===== config.mk =====
export PLATFORM = sky130hd
export DESIGN_NAME = bdsp_top
export DESIGN_NICKNAME = d
export VERILOG_FILES = /design/src/bdsp_top.v
export VERILOG_INCLUDE_DIRS = /design/src /design/src/src
export SDC_FILE = /design/constraint.sdc
export NUM_CORES = 1
export LEC_CHECK = 0
export ABC_AREA = 1
export BUFFER_PORTS_ARGS = -buffer_cell sky130_fd_sc_hd__clkbuf_2
export CORE_MARGIN = 1
export CORE_UTILIZATION = 35
export CTS_CLUSTER_SIZE = 20
export DETAILED_ROUTE_END_ITERATION = 6
export PLACE_DENSITY = 0.64
export SETUP_SLACK_MARGIN = 0.05
export SYNTH_ARGS = -nofsm -noshare
export SYNTH_HDL_FRONTEND = slang
export SYNTH_SLANG_ARGS = --single-unit

===== constraint.sdc =====
create_clock -name aclk -period 2.8 [get_ports aclk]
set_input_delay 0.56 -clock aclk [delete_from_list [all_inputs] [get_ports aclk]]
set_output_delay 0.56 -clock aclk [all_outputs]
set_load 0.05 [all_outputs]

===== src/bdsp_consts.vh =====
// Constants for the background debug serial port.
// Assumes inclusion by the port's design file only.
`ifndef BDSP_CONSTS_VH
`define BDSP_CONSTS_VH
// Serial packet: status/control bit plus 16 data bits
`define BDSP_PKT_BITS 5'h11
`define BDSP_PKT_LAST 5'h10
// Device answers, status/control bit first
`define BDSP_MSG_OK 17'h0FFFF
`define BDSP_MSG_RETRY 17'h10000
`define BDSP_MSG_TEA 17'h10001
`define BDSP_MSG_ILLEGAL 17'h1FFFF
// Command word fields
`define BDSP_OP_HI 15
`define BDSP_OP_LO 10
`define BDSP_DIR_BIT 8
`define BDSP_SZ_HI 7
`define BDSP_SZ_LO 6
`define BDSP_AD_BIT 3
// Operand sizes
`define BDSP_SZ_BYTE 2'h0
`define BDSP_SZ_WORD 2'h1
`define BDSP_SZ_LONG 2'h2
// Operation codes
`define BDSP_OP_NOP 6'h00
`define BDSP_OP_RST 6'h01
`define BDSP_OP_CREG_WR 6'h02
`define BDSP_OP_GO 6'h03
`define BDSP_OP_MEM_RD 6'h06
`define BDSP_OP_MEM_WR 6'h07
`define BDSP_OP_ADR_RD 6'h08
`define BDSP_OP_CALL 6'h09
`define BDSP_OP_CREG_RD 6'h0A
`define BDSP_OP_DMR_RD 6'h0B
`define BDSP_OP_DMR_WR 6'h0D
`define BDSP_OP_DUMP 6'h0E
`define BDSP_OP_FILL 6'h0F
`define BDSP_OP_ADR_WR 6'h10
// Program counter in control register numbering
`define BDSP_CREG_PC 12'h80F
// Processor status codes
`define BDSP_PST_STOPPED 4'hE
`define BDSP_PST_HALTED 4'hF
// Halt source codes
`define BDSP_HS_NONE 4'h0
`define BDSP_HS_FAULT 4'h1
`define BDSP_HS_HWBRK 4'h2
`define BDSP_HS_HALTI 4'h3
`define BDSP_HS_PIN 4'h4
// Config/status register fields
`define BDSP_CSR_HS_HI 27
`define BDSP_CSR_HS_LO 24
`define BDSP_CSR_UHE 20
// Register offsets
`define BDSP_ADDR_CSR 4'h0
`define BDSP_ADDR_STAT 4'h4
// Reset timing
`define BDSP_RST_WAIT 5'h10
`define BDSP_RST_BREAKPOINT_REQUEST_PIN 5'h08
// Resume kinds
`define BDSP_RK_NORMAL 2'h0
`define BDSP_RK_AFTER_STOP 2'h1
`define BDSP_RK_RESET_EXC 2'h2
`define BDSP_RK_LOADED_PC 2'h3
`endif


===== src/bdsp_top.v =====
// Background debug port: halt control, status and serial channel.
// Assumes a core that pulses its events and honours halt/resume.
`timescale 1ns/100ps
`include "bdsp_consts.vh"

module bdsp_top (
	input wire aclk, // 40 MHz clock
	input wire aresetn, // Sync reset, active low
	input wire ce, // Clock enable
	input wire debug_serial_clock, // Serial clock pin
	input wire debug_serial_in, // Serial data pin
	output reg debug_serial_out, // Serial data out
	input wire breakpoint_request_pin_n, // Break pin, active low
	input wire reset_input_pin_n, // Reset pin, active low
	input wire [3:0] core_pst, // Core trace status
	input wire core_instr_sample, // Per-instruction sample
	input wire core_double_fault, // Fault-on-fault
	input wire core_hw_break, // Hardware breakpoint
	input wire core_halt_instr, // Halt instruction run
	input wire core_user_mode, // Core in user mode
	input wire core_stopped, // Core in stop mode
	output reg [3:0] processor_status_out, // Status pins
	output reg core_halted, // Halt the core
	output reg core_priv_violation, // Privilege trap pulse
	output reg core_resume, // Resume pulse
	output reg [1:0] core_resume_kind, // How to resume
	output reg mem_req, // Memory request
	output reg mem_write, // Memory write
	output reg [1:0] mem_size, // Memory size
	output reg [31:0] mem_addr, // Aligned address
	output reg [31:0] mem_wdata, // Write data
	input wire mem_ack, // Memory done
	input wire transfer_error_ack, // Memory bus error
	input wire [31:0] mem_rdata, // Read data
	output reg creg_req, // Core register request
	output reg creg_write, // Core register write
	output reg creg_ctrl, // 1 control, 0 addr/data
	output reg [11:0] creg_sel, // Register number
	output reg [31:0] creg_wdata, // Write data
	input wire creg_ack, // Core register done
	input wire [31:0] creg_rdata, // Read data
	input wire [3:0] s_axi_awaddr, // AXI write address
	input wire s_axi_awvalid, // AXI
	output reg s_axi_awready, // AXI
	input wire [31:0] s_axi_wdata, // AXI
	input wire [3:0] s_axi_wstrb, // AXI
	input wire s_axi_wvalid, // AXI
	output reg s_axi_wready, // AXI
	output reg [1:0] s_axi_bresp, // AXI
	output reg s_axi_bvalid, // AXI
	input wire s_axi_bready, // AXI
	input wire [3:0] s_axi_araddr, // AXI read address
	input wire s_axi_arvalid, // AXI
	output reg s_axi_arready, // AXI
	output reg [31:0] s_axi_rdata, // AXI
	output reg [1:0] s_axi_rresp, // AXI
	output reg s_axi_rvalid, // AXI
	input wire s_axi_rready // AXI
);

localparam ST_IDLE = 2'h0;
localparam ST_EXT = 2'h1;
localparam ST_EXEC = 2'h2;

////////////////////////////////////////////////////////////////////////
// Pin synchronisers; first stage read only by the second
reg [1:0] sclk_s, sdi_s, breakpoint_request_pin_s, rst_s;
reg sclk_d;
always @(posedge aclk) begin
	if (!aresetn) begin
		sclk_s <= 2'h0;
		sdi_s <= 2'h0;
		breakpoint_request_pin_s <= 2'h3;
		rst_s <= 2'h0;
		sclk_d <= 1'b0;
	end else if (ce) begin
		sclk_s <= {sclk_s[0], debug_serial_clock};
		sdi_s <= {sdi_s[0], debug_serial_in};
		breakpoint_request_pin_s <= {breakpoint_request_pin_s[0], breakpoint_request_pin_n};
		rst_s <= {rst_s[0], reset_input_pin_n};
		sclk_d <= sclk_s[1];
	end
end
// Serial clock acts as enable on its sampled rising edge
wire sclk_rise = sclk_s[1] & ~sclk_d;
wire breakpoint_request_pin = ~breakpoint_request_pin_s[1];

////////////////////////////////////////////////////////////////////////
// Serial shifter, full duplex
reg [4:0] bitcnt;
reg [15:0] rxs;
reg [15:0] txs;
reg [16:0] resp0, resp1;
reg [1:0] rcnt;
wire [16:0] out_word = (rcnt != 2'h0) ? resp0 : `BDSP_MSG_RETRY;
wire pkt_done = sclk_rise & (bitcnt == `BDSP_PKT_LAST);
// Bit 16 of the received packet drops out of the 16-bit word
wire [15:0] rx_word = {rxs[14:0], sdi_s[1]};
wire pkt_load = sclk_rise & (bitcnt == 5'h00);
always @(posedge aclk) begin
	if (!aresetn) begin
		bitcnt <= 5'h00;
		rxs <= 16'h0000;
		txs <= 16'h0000;
		debug_serial_out <= 1'b0;
	end else if (ce && sclk_rise) begin
		rxs <= rx_word;
		// Output moves only on an enabled edge, so only with clock high
		if (bitcnt == 5'h00) begin
			debug_serial_out <= out_word[16];
			txs <= out_word[15:0];
		end else begin
			debug_serial_out <= txs[15];
			txs <= {txs[14:0], 1'b0};
		end
		bitcnt <= pkt_done ? 5'h00 : bitcnt + 5'h01;
	end
end

////////////////////////////////////////////////////////////////////////
// Halt control
reg halted, stop_halt, reset_halt, pc_loaded, user_halt_enable;
reg [3:0] hsrc;
reg pend_pin, pend_hw;
reg [4:0] rst_cnt;
reg rst_win;
reg go_pulse;
wire rst_early = rst_win & (rst_cnt < `BDSP_RST_BREAKPOINT_REQUEST_PIN);
wire halti_ok = core_halt_instr & (~core_user_mode | user_halt_enable);
wire at_sample = core_instr_sample | (core_stopped & pend_pin);
reg [3:0] next_src;
// Pick the strongest cause present this cycle
always @* begin
	next_src = `BDSP_HS_NONE;
	if (core_double_fault)
		next_src = `BDSP_HS_FAULT;
	else if ((pend_hw | core_hw_break) & at_sample)
		next_src = `BDSP_HS_HWBRK;
	else if (halti_ok)
		next_src = `BDSP_HS_HALTI;
	else if ((pend_pin | breakpoint_request_pin) & at_sample)
		next_src = `BDSP_HS_PIN;
	else if (breakpoint_request_pin & rst_early)
		next_src = `BDSP_HS_PIN;
end
always @(posedge aclk) begin
	if (!aresetn) begin
		halted <= 1'b0;
		stop_halt <= 1'b0;
		reset_halt <= 1'b0;
		hsrc <= `BDSP_HS_NONE;
		pend_pin <= 1'b0;
		pend_hw <= 1'b0;
		rst_cnt <= 5'h00;
		rst_win <= 1'b0;
		core_priv_violation <= 1'b0;
		core_resume <= 1'b0;
		core_resume_kind <= `BDSP_RK_NORMAL;
		processor_status_out <= 4'h0;
		core_halted <= 1'b0;
	end else if (ce) begin
		core_priv_violation <= core_halt_instr & core_user_mode & ~user_halt_enable;
		core_resume <= 1'b0;
		// Reset pin held: restart the post-reset wait
		if (!rst_s[1]) begin
			rst_cnt <= 5'h00;
			rst_win <= 1'b1;
		end else if (rst_win && !halted) begin
			rst_cnt <= rst_cnt + 5'h01;
			if (rst_cnt == `BDSP_RST_WAIT - 5'h01) begin
				rst_win <= 1'b0;
				core_resume <= 1'b1;
				core_resume_kind <= `BDSP_RK_RESET_EXC;
			end
		end
		if (!halted) begin
			pend_pin <= (pend_pin | breakpoint_request_pin) & ~at_sample;
			pend_hw <= (pend_hw | core_hw_break) & ~at_sample;
			if (next_src != `BDSP_HS_NONE) begin
				halted <= 1'b1;
				hsrc <= next_src;
				stop_halt <= core_stopped;
				reset_halt <= rst_early;
				rst_win <= 1'b0;
			end
		end else if (go_pulse) begin
			halted <= 1'b0;
			core_resume <= 1'b1;
			if (reset_halt)
				core_resume_kind <= pc_loaded ? `BDSP_RK_LOADED_PC :
					`BDSP_RK_RESET_EXC;
			else if (stop_halt)
				core_resume_kind <= `BDSP_RK_AFTER_STOP;
			else
				core_resume_kind <= `BDSP_RK_NORMAL;
			pend_pin <= 1'b0;
			pend_hw <= 1'b0;
		end
		core_halted <= halted;
		// Halted wins over stopped and core trace
		if (halted)
			processor_status_out <= `BDSP_PST_HALTED;
		else if (core_stopped)
			processor_status_out <= `BDSP_PST_STOPPED;
		else
			processor_status_out <= core_pst;
	end
end

////////////////////////////////////////////////////////////////////////
// Command engine
reg [1:0] state;
reg [15:0] cmd;
reg [63:0] ext;
reg [2:0] need;
reg blk_rd, blk_wr;
reg [31:0] blk_addr;
reg [1:0] blk_size;
wire [5:0] op = cmd[`BDSP_OP_HI:`BDSP_OP_LO];
wire [5:0] nop = rx_word[`BDSP_OP_HI:`BDSP_OP_LO];
wire [1:0] nsz = rx_word[`BDSP_SZ_HI:`BDSP_SZ_LO];
wire nlong = (nsz == `BDSP_SZ_LONG);
wire [1:0] csz = cmd[`BDSP_SZ_HI:`BDSP_SZ_LO];
wire clong = (csz == `BDSP_SZ_LONG);
wire [31:0] ext_data = clong ? ext[31:0] : {16'h0000, ext[15:0]};
wire [31:0] csr_val = {4'h0, hsrc, 3'h0, user_halt_enable, 20'h00000};
reg [2:0] next_need;
// Extension words expected after each command word
always @* begin
	case (nop)
	`BDSP_OP_MEM_RD: next_need = 3'h2;
	`BDSP_OP_MEM_WR: next_need = nlong ? 3'h4 : 3'h3;
	`BDSP_OP_FILL: next_need = nlong ? 3'h2 : 3'h1;
	`BDSP_OP_CREG_RD: next_need = 3'h2;
	`BDSP_OP_CREG_WR: next_need = 3'h4;
	`BDSP_OP_DMR_WR: next_need = 3'h2;
	`BDSP_OP_ADR_WR: next_need = 3'h2;
	default: next_need = 3'h0;
	endcase
end
// Line up a returned value: two words for long, one otherwise
task push_data;
	input [31:0] v;
	input lng;
	begin
		resp0 <= lng ? {1'b0, v[31:16]} : {1'b0, v[15:0]};
		resp1 <= {1'b0, v[15:0]};
		rcnt <= lng ? 2'h2 : 2'h1;
	end
endtask
task push_msg;
	input [16:0] m;
	begin
		resp0 <= m;
		rcnt <= 2'h1;
	end
endtask
// Start the action of a fully received command
task launch;
	input [5:0] o;
	begin
		state <= ST_EXEC;
		case (o)
		`BDSP_OP_MEM_RD, `BDSP_OP_MEM_WR, `BDSP_OP_FILL: begin
			mem_req <= 1'b1;
		end
		`BDSP_OP_ADR_WR, `BDSP_OP_CREG_RD, `BDSP_OP_CREG_WR: begin
			creg_req <= 1'b1;
		end
		`BDSP_OP_DUMP, `BDSP_OP_ADR_RD: begin
			// Request waits until address and register number settle
			state <= ST_EXEC;
		end
		`BDSP_OP_GO: begin
			go_pulse <= 1'b1;
			push_msg(`BDSP_MSG_OK);
			state <= ST_IDLE;
		end
		`BDSP_OP_DMR_RD: begin
			push_data(csr_val, 1'b1);
			state <= ST_IDLE;
		end
		`BDSP_OP_DMR_WR: begin
			if (cmd[3:0] == 4'h0)
				user_halt_enable <= ext[`BDSP_CSR_UHE];
			push_msg(`BDSP_MSG_OK);
			state <= ST_IDLE;
		end
		default: state <= ST_IDLE;
		endcase
	end
endtask
// Memory address forced to the operand size
function [31:0] align;
	input [31:0] a;
	input [1:0] s;
	begin
		if (s == `BDSP_SZ_LONG)
			align = {a[31:2], 2'h0};
		else if (s == `BDSP_SZ_WORD)
			align = {a[31:1], 1'b0};
		else
			align = a;
	end
endfunction
wire needs_halt = (nop == `BDSP_OP_ADR_RD) | (nop == `BDSP_OP_ADR_WR) |
	(nop == `BDSP_OP_CREG_RD) | (nop == `BDSP_OP_CREG_WR) |
	(nop == `BDSP_OP_GO) | (nop == `BDSP_OP_DMR_WR);
wire known = (nop == `BDSP_OP_NOP) | (nop == `BDSP_OP_MEM_RD) |
	(nop == `BDSP_OP_MEM_WR) | (nop == `BDSP_OP_DMR_RD) | needs_halt |
	(nop == `BDSP_OP_DUMP) | (nop == `BDSP_OP_FILL);
reg axi_uhe_we;
reg axi_uhe_val;
always @(posedge aclk) begin
	if (!aresetn) begin
		state <= ST_IDLE;
		cmd <= 16'h0000;
		ext <= 64'h0;
		need <= 3'h0;
		resp0 <= `BDSP_MSG_RETRY;
		resp1 <= `BDSP_MSG_RETRY;
		rcnt <= 2'h0;
		blk_rd <= 1'b0;
		blk_wr <= 1'b0;
		blk_addr <= 32'h0;
		blk_size <= `BDSP_SZ_BYTE;
		mem_req <= 1'b0;
		mem_write <= 1'b0;
		mem_size <= `BDSP_SZ_BYTE;
		mem_addr <= 32'h0;
		mem_wdata <= 32'h0;
		creg_req <= 1'b0;
		creg_write <= 1'b0;
		creg_ctrl <= 1'b0;
		creg_sel <= 12'h000;
		creg_wdata <= 32'h0;
		go_pulse <= 1'b0;
		pc_loaded <= 1'b0;
		user_halt_enable <= 1'b0;
	end else if (ce) begin
		go_pulse <= 1'b0;
		if (axi_uhe_we)
			user_halt_enable <= axi_uhe_val;
		if (go_pulse)
			pc_loaded <= 1'b0;
		// Pop the answer now on its way out
		if (pkt_load && rcnt != 2'h0) begin
			resp0 <= resp1;
			rcnt <= rcnt - 2'h1;
		end
		case (state)
		ST_IDLE: if (pkt_done) begin
			cmd <= rx_word;
			need <= next_need;
			if (!known)
				push_msg(`BDSP_MSG_ILLEGAL);
			else if ((nop == `BDSP_OP_DUMP && !blk_rd) ||
				(nop == `BDSP_OP_FILL && !blk_wr))
				push_msg(`BDSP_MSG_ILLEGAL);
			else if (needs_halt && !halted)
				push_msg(`BDSP_MSG_RETRY);
			else if (nop != `BDSP_OP_NOP) begin
				// Drop stale answers first so a quick command keeps its own
				rcnt <= 2'h0;
				if (next_need != 3'h0)
					state <= ST_EXT;
				else
					launch(nop);
			end
		end
		ST_EXT: if (pkt_done) begin
			ext <= {ext[47:0], rx_word};
			need <= need - 3'h1;
		end else if (need == 3'h0) begin
			// Pick up address and data from the extension words
			mem_write <= ~cmd[`BDSP_DIR_BIT];
			mem_size <= csz;
			mem_wdata <= ext_data;
			creg_write <= ~cmd[`BDSP_DIR_BIT];
			creg_ctrl <= (op == `BDSP_OP_CREG_RD) | (op == `BDSP_OP_CREG_WR);
			creg_sel <= (op == `BDSP_OP_CREG_RD) ? ext[11:0] :
				(op == `BDSP_OP_CREG_WR) ? ext[43:32] :
				{8'h00, cmd[`BDSP_AD_BIT:0]};
			creg_wdata <= ext[31:0];
			if (op == `BDSP_OP_FILL) begin
				mem_addr <= align(blk_addr, blk_size);
				mem_size <= blk_size;
			end else if (op == `BDSP_OP_MEM_WR)
				mem_addr <= align(clong ? ext[63:32] : ext[47:16], csz);
			else
				mem_addr <= align(ext[31:0], csz);
			launch(op);
		end
		ST_EXEC: begin
			if (op == `BDSP_OP_DUMP || op == `BDSP_OP_ADR_RD) begin
				// Settle dump address and register number first
				mem_addr <= align(blk_addr, blk_size);
				mem_size <= blk_size;
				mem_write <= 1'b0;
				creg_write <= 1'b0;
				creg_ctrl <= 1'b0;
				creg_sel <= {8'h00, cmd[`BDSP_AD_BIT:0]};
				mem_req <= (op == `BDSP_OP_DUMP);
				creg_req <= (op == `BDSP_OP_ADR_RD);
				cmd[`BDSP_OP_HI:`BDSP_OP_LO] <= (op == `BDSP_OP_DUMP) ?
					`BDSP_OP_MEM_RD : `BDSP_OP_CREG_RD;
			end else if (mem_req && (mem_ack || transfer_error_ack)) begin
				mem_req <= 1'b0;
				state <= ST_IDLE;
				blk_rd <= ~mem_write;
				blk_wr <= mem_write;
				blk_size <= mem_size;
				blk_addr <= mem_addr + ((mem_size == `BDSP_SZ_LONG) ? 32'h4 :
					(mem_size == `BDSP_SZ_WORD) ? 32'h2 : 32'h1);
				if (transfer_error_ack)
					push_msg(`BDSP_MSG_TEA);
				else if (mem_write)
					push_msg(`BDSP_MSG_OK);
				else if (mem_size == `BDSP_SZ_BYTE)
					push_data({24'h000000, mem_rdata[7:0]}, 1'b0);
				else
					push_data(mem_rdata, mem_size == `BDSP_SZ_LONG);
			end else if (creg_req && creg_ack) begin
				creg_req <= 1'b0;
				state <= ST_IDLE;
				if (creg_write && creg_ctrl && creg_sel == `BDSP_CREG_PC)
					pc_loaded <= 1'b1;
				if (creg_write)
					push_msg(`BDSP_MSG_OK);
				else
					push_data(creg_rdata, 1'b1);
			end
		end
		default: state <= ST_IDLE;
		endcase
	end
end

////////////////////////////////////////////////////////////////////////
// AXI4-Lite slave; address and data taken in either order
reg aw_have, w_have;
reg [3:0] aw_addr;
reg [31:0] w_data;
reg w_lane2;
always @(posedge aclk) begin
	if (!aresetn) begin
		aw_have <= 1'b0;
		w_have <= 1'b0;
		aw_addr <= 4'h0;
		w_data <= 32'h0;
		w_lane2 <= 1'b0;
		axi_uhe_we <= 1'b0;
		axi_uhe_val <= 1'b0;
		s_axi_awready <= 1'b0;
		s_axi_wready <= 1'b0;
		s_axi_bvalid <= 1'b0;
		s_axi_bresp <= 2'h0;
		s_axi_arready <= 1'b0;
		s_axi_rvalid <= 1'b0;
		s_axi_rresp <= 2'h0;
		s_axi_rdata <= 32'h0;
	end else if (ce) begin
		axi_uhe_we <= 1'b0;
		s_axi_awready <= ~aw_have & ~s_axi_awready & s_axi_awvalid;
		s_axi_wready <= ~w_have & ~s_axi_wready & s_axi_wvalid;
		if (s_axi_awvalid && s_axi_awready) begin
			aw_have <= 1'b1;
			aw_addr <= s_axi_awaddr;
		end
		if (s_axi_wvalid && s_axi_wready) begin
			w_have <= 1'b1;
			w_data <= s_axi_wdata;
			w_lane2 <= s_axi_wstrb[2];
		end
		if (aw_have && w_have && !s_axi_bvalid) begin
			aw_have <= 1'b0;
			w_have <= 1'b0;
			s_axi_bvalid <= 1'b1;
			s_axi_bresp <= 2'h0;
			if (aw_addr == `BDSP_ADDR_CSR) begin
				axi_uhe_we <= w_lane2;
				axi_uhe_val <= w_data[`BDSP_CSR_UHE];
			end else if (aw_addr != `BDSP_ADDR_STAT)
				s_axi_bresp <= 2'h2;
		end else if (s_axi_bvalid && s_axi_bready)
			s_axi_bvalid <= 1'b0;
		s_axi_arready <= ~s_axi_rvalid & ~s_axi_arready & s_axi_arvalid;
		if (s_axi_arvalid && s_axi_arready) begin
			s_axi_rvalid <= 1'b1;
			s_axi_rresp <= 2'h0;
			if (s_axi_araddr == `BDSP_ADDR_CSR)
				s_axi_rdata <= csr_val;
			else if (s_axi_araddr == `BDSP_ADDR_STAT)
				s_axi_rdata <= {28'h0, reset_halt, pc_loaded, state != ST_IDLE, halted};
			else begin
				s_axi_rdata <= 32'h0;
				s_axi_rresp <= 2'h2;
			end
		end else if (s_axi_rvalid && s_axi_rready)
			s_axi_rvalid <= 1'b0;
	end
end

endmodule


==> metrics.md <==
| Metric | Value |
|---|---|
| Reg2reg start | `mem_size[0]` |
| Core Footprint | `0.0515 sq mm` |
| Worst Setup Start Kind | `register` |
| Peak Freq | `388 MHz` |
| CTS Buf Count | `42` |
| Wire per inst | `16.3 microns` |
| Detail Route Antenna Nets | `0` |
| CP max FO | `4` |
| Sink count of the clock tree | `349` |
| RSZ-0062 raised after global routing | `true` |
| Hold-critical path depth | `3` |
| Die H | `231 microns` |
| Number of synthesized flops with an enable pin | `0` |
| Sequential area share after synthesis | `38.2%` |
| Synth unique cells | `51` |
| Share of layout cells above drive strength 1 | `15.3%` |
| GRT Util Overall | `22.0%` |
| DR vias/cell | `5.12` |
| Hold_sp | `debug_serial_in` |
| Initial antenna violation count | `0` |
| # Max-Cap Violations | `0` |
| Starting density of the core | `35.5%` |
| Final Hold Vio Count | `0` |
| Pwr dens | `531 mW/mm^2` |
| Non-filler cells, final | `3,635` |
| Fillcell total | `5,475` |
| Routed via count | `18,600` |
| Min Hold Slack | `0.220 ns` |
| Cells after synthesis | `2,747` |
| R2R depth | `17` |
| CTS Hold Bufs | `0` |
| Synth Flop Type | `dfxtp_1` |
| Port bufs | `238` |
| Nets@finish | `3,071` |
| GPL Wtd Cong | `0.969` |
| Crit Path Category | `register to register` |
| DR pass1 iterations | `6` |
| Synthesized area | `0.0183 sq mm` |
| Diode count | `0` |
| Slew margin rel. | `36.3%` |
| Clock transition at the registers of the reported paths | `0.06 ns` |
| Final period util | `92.0%` |
| Endpoints failing setup | `0` |
| HP Class | `primary input to register` |
| First-pass GRT wire length | `94,100 microns` |
| Arrival time at the worst endpoint | `3.09 ns` |
| Post-route cell area | `0.0216 sq mm` |
| VDD IR-drop max | `0.000407 V` |
| Synth Register Bits | `349` |
| Post-placement cell count | `3,558` |
| CTS tree | `yes` |
| Clk_skew | `0.0228 ns` |
| Max-slew violations | `0` |
| Largest net degree at the start of global routing | `180` |
| Vias in the first global route | `17,300` |
| Drc violations | `0` |
| Worst slack, placed | `-0.0376 ns` |
| FFs w/ async S/R, synth | `0%` |
| I/O pin count | `299` |
| Synth top area cells | `dfxtp_1 (38%), nand2_1 (11%), o21ai_0 (9.0%), a21oi_1 (8.9%), inv_1 (5.6%)` |
| DR iter-0 viols | `1,560` |
| Rows | `83` |
| Yosys top cell area share | `38.2%` |
| Slew @ Worst Pin | `0.954 ns` |
| Required @ worst endpoint | `3.32 ns` |
| Pleak | `0.00931 uW` |
| Placed cell areas | `0.0201 sq mm` |
| CP Capture Type | `register` |
| Layout area overhead | `18.2%` |
| Clk buf depth | `3` |
| Post-layout min period | `2.58 ns` |
| Synth area leader | `dfxtp_1` |
| Worst Setup SP | `mem_size[0]` |
| Setup ws final | `0.223 ns` |
| YS warnings | `0` |
| Outcome | `finished clean` |
| Clock root buffer | `clkbuf_16` |
| Final wirelength | `59,300 microns` |
| Worst-skew pair later-pin latency | `0.58 ns` |
| Total grt overflow | `0` |
| Mean Syn Cell Area | `6.66 sq um` |
| Placed wire-length estimate | `42,100 microns` |
| Die area | `0.0532 sq mm` |
| Width of the die | `231 microns` |
| CTS H-Tree Depth | `2` |
worst max-delay path, cell delays in order, from the launching register on:
cell and delay, ns:
dfxtp_4 0.34, inv_1 0.04, ha_1 0.29, inv_1 0.06
ha_2 0.16, inv_1 0.05, fa_2 0.35, inv_2 0.07
nand2_2 0.06, a21oi_4 0.20, nand2_2 0.09, nor2_4 0.14
nand4_1 0.18, o21ai_1 0.17, inv_1 0.05, o21ai_1 0.11
o211ai_1 0.09, inv_1 0.08
kinds of logic (layout without fill, tap and decap cells):
family / count (synthesis) / in the layout / share of synthesized area, %
other cells: 1 / 26 / 0.0205
fa+ha+maj: 15 / 15 / 1.07
buf+inv: 485 / 668 / 11.2
compound gates: 798 / 798 / 23.7
xor+xnor: 17 / 17 / 0.814
mux: 1 / 1 / 0.0616
flops: 349 / 349 / 38.2
simple gates: 1081 / 1081 / 24.9
routing by layer:
metal / global-route usage (%) / vias to the layer above / wire [microns]
li1: - / 9431 / -
met1: 30.4 / 8552 / 27500
met2: 35.1 / 551 / 26700
met3: 2.63 / 94 / 3330
met4: 8.28 / 0 / 1840
met5: 0 / - / 0
power by group:
group / switching, uW / total, uW / internal, uW
Combinational: 486 / 669 / 183
Clock: 2280 / 5740 / 3460
Sequential: 49.8 / 5070 / 5020
path summary, 6_finish.rpt:
| check | to | slack, ns |
|---|---|---|
| worst max-delay path | blk_addr[24] | 0.22 |
| worst min-delay path | sdi_s[0] | 0.22 |
| worst max register to register | blk_addr[24] | 0.22 |
| worst min register to register | w_lane2 | 0.45 |
synthesized netlist by cell type, types with 8 or more instances:
cell type    n
a211oi_1    11
a21oi_1    324
a221oi_1    15
a31oi_1     11
buf_2       33
buf_4       47
clkbuf_1   111
dfxtp_1    349
ha_1        14
inv_1      274
inv_2       11
nand2_1    557
nand3_1    126
nand4_1     34
nor2_1     274
nor2_2       9
nor3_1      35
o211ai_1    40
o21ai_0    330
o21ai_1     10
o22ai_1     18
o311ai_0     8
o31ai_1     14
or2_2       18
xor2_1      10
cells in the final DEF (no fill, tap or decap), types with 8 or more instances in the layout:
cell | Yosys | routed
nand2_1 | 557 | 555
dfxtp_1 | 349 | 347
o21ai_0 | 330 | 328
a21oi_1 | 324 | 323
inv_1 | 274 | 272
nor2_1 | 274 | 269
clkbuf_2 | 0 | 237
nand3_1 | 126 | 126
buf_4 | 47 | 57
clkbuf_16 | 0 | 42
o211ai_1 | 40 | 40
nand4_1 | 34 | 34
nor3_1 | 35 | 33
conb_1 | 1 | 26
o22ai_1 | 18 | 18
or2_2 | 18 | 18
a221oi_1 | 15 | 15
o31ai_1 | 14 | 14
inv_2 | 11 | 13
ha_1 | 14 | 13
o21ai_1 | 10 | 12
nor2_2 | 9 | 11
a211oi_1 | 11 | 11
a31oi_1 | 11 | 11
xor2_1 | 10 | 10
buf_12 | 0 | 10
nand2_2 | 7 | 9
clkinv_2 | 0 | 9
nor2_4 | 5 | 8
o311ai_0 | 8 | 8
clkbuf_8 | 0 | 8
stage by stage:
stage / setup TNS [ns] / total power [uW] / util (%)
3_5_place_dp: -0.0474 / 5850 / 39.0
5_1_grt: 0 / 11900 / 42.0
4_1_cts: 0 / 11600 / 41.9
6_report: 0 / 11500 / 42.0
2_1_floorplan: 0 / 5640 / -
3_3_place_gp: -0.0345 / 5850 / 39.0
repair_timing:
item,CTS,global route
gates cloned,0,0
setup buffers,0,1
gates resized for setup,2,14
pin swaps,0,4
setup endpoints to repair,4,13
endpoints found under the hold margin,0,0
sequential cells by signal, indices dropped and copies added, names as in the netlist, 4 cells and up:
signal                cells
bitcnt                    5
rxs                      15
processor_status_out      4
mem_wdata                32
s_axi_rdata               8
txs                      16
rst_cnt                   5
aw_addr                   4
mem_addr                 32
blk_addr                 32
cmd                      13
ext                      64
resp1                    17
creg_sel                 12
resp0                    17
creg_wdata               16
cell type report:
type / count / area [sq um] / share of cell area (%)
Clock buffer: 56 / 1180 / 5.48
Multi-Input combinational cell: 1938 / 9400 / 43.5
Clock inverter: 20 / 283 / 1.31
Sequential cell: 349 / 6990 / 32.4
Timing Repair Buffer: 305 / 1830 / 8.45
Tap cell: 680 / 851 / 3.94
Inverter: 287 / 1080 / 5.00
No activity file was read; power rests on OpenSTA's default activity.
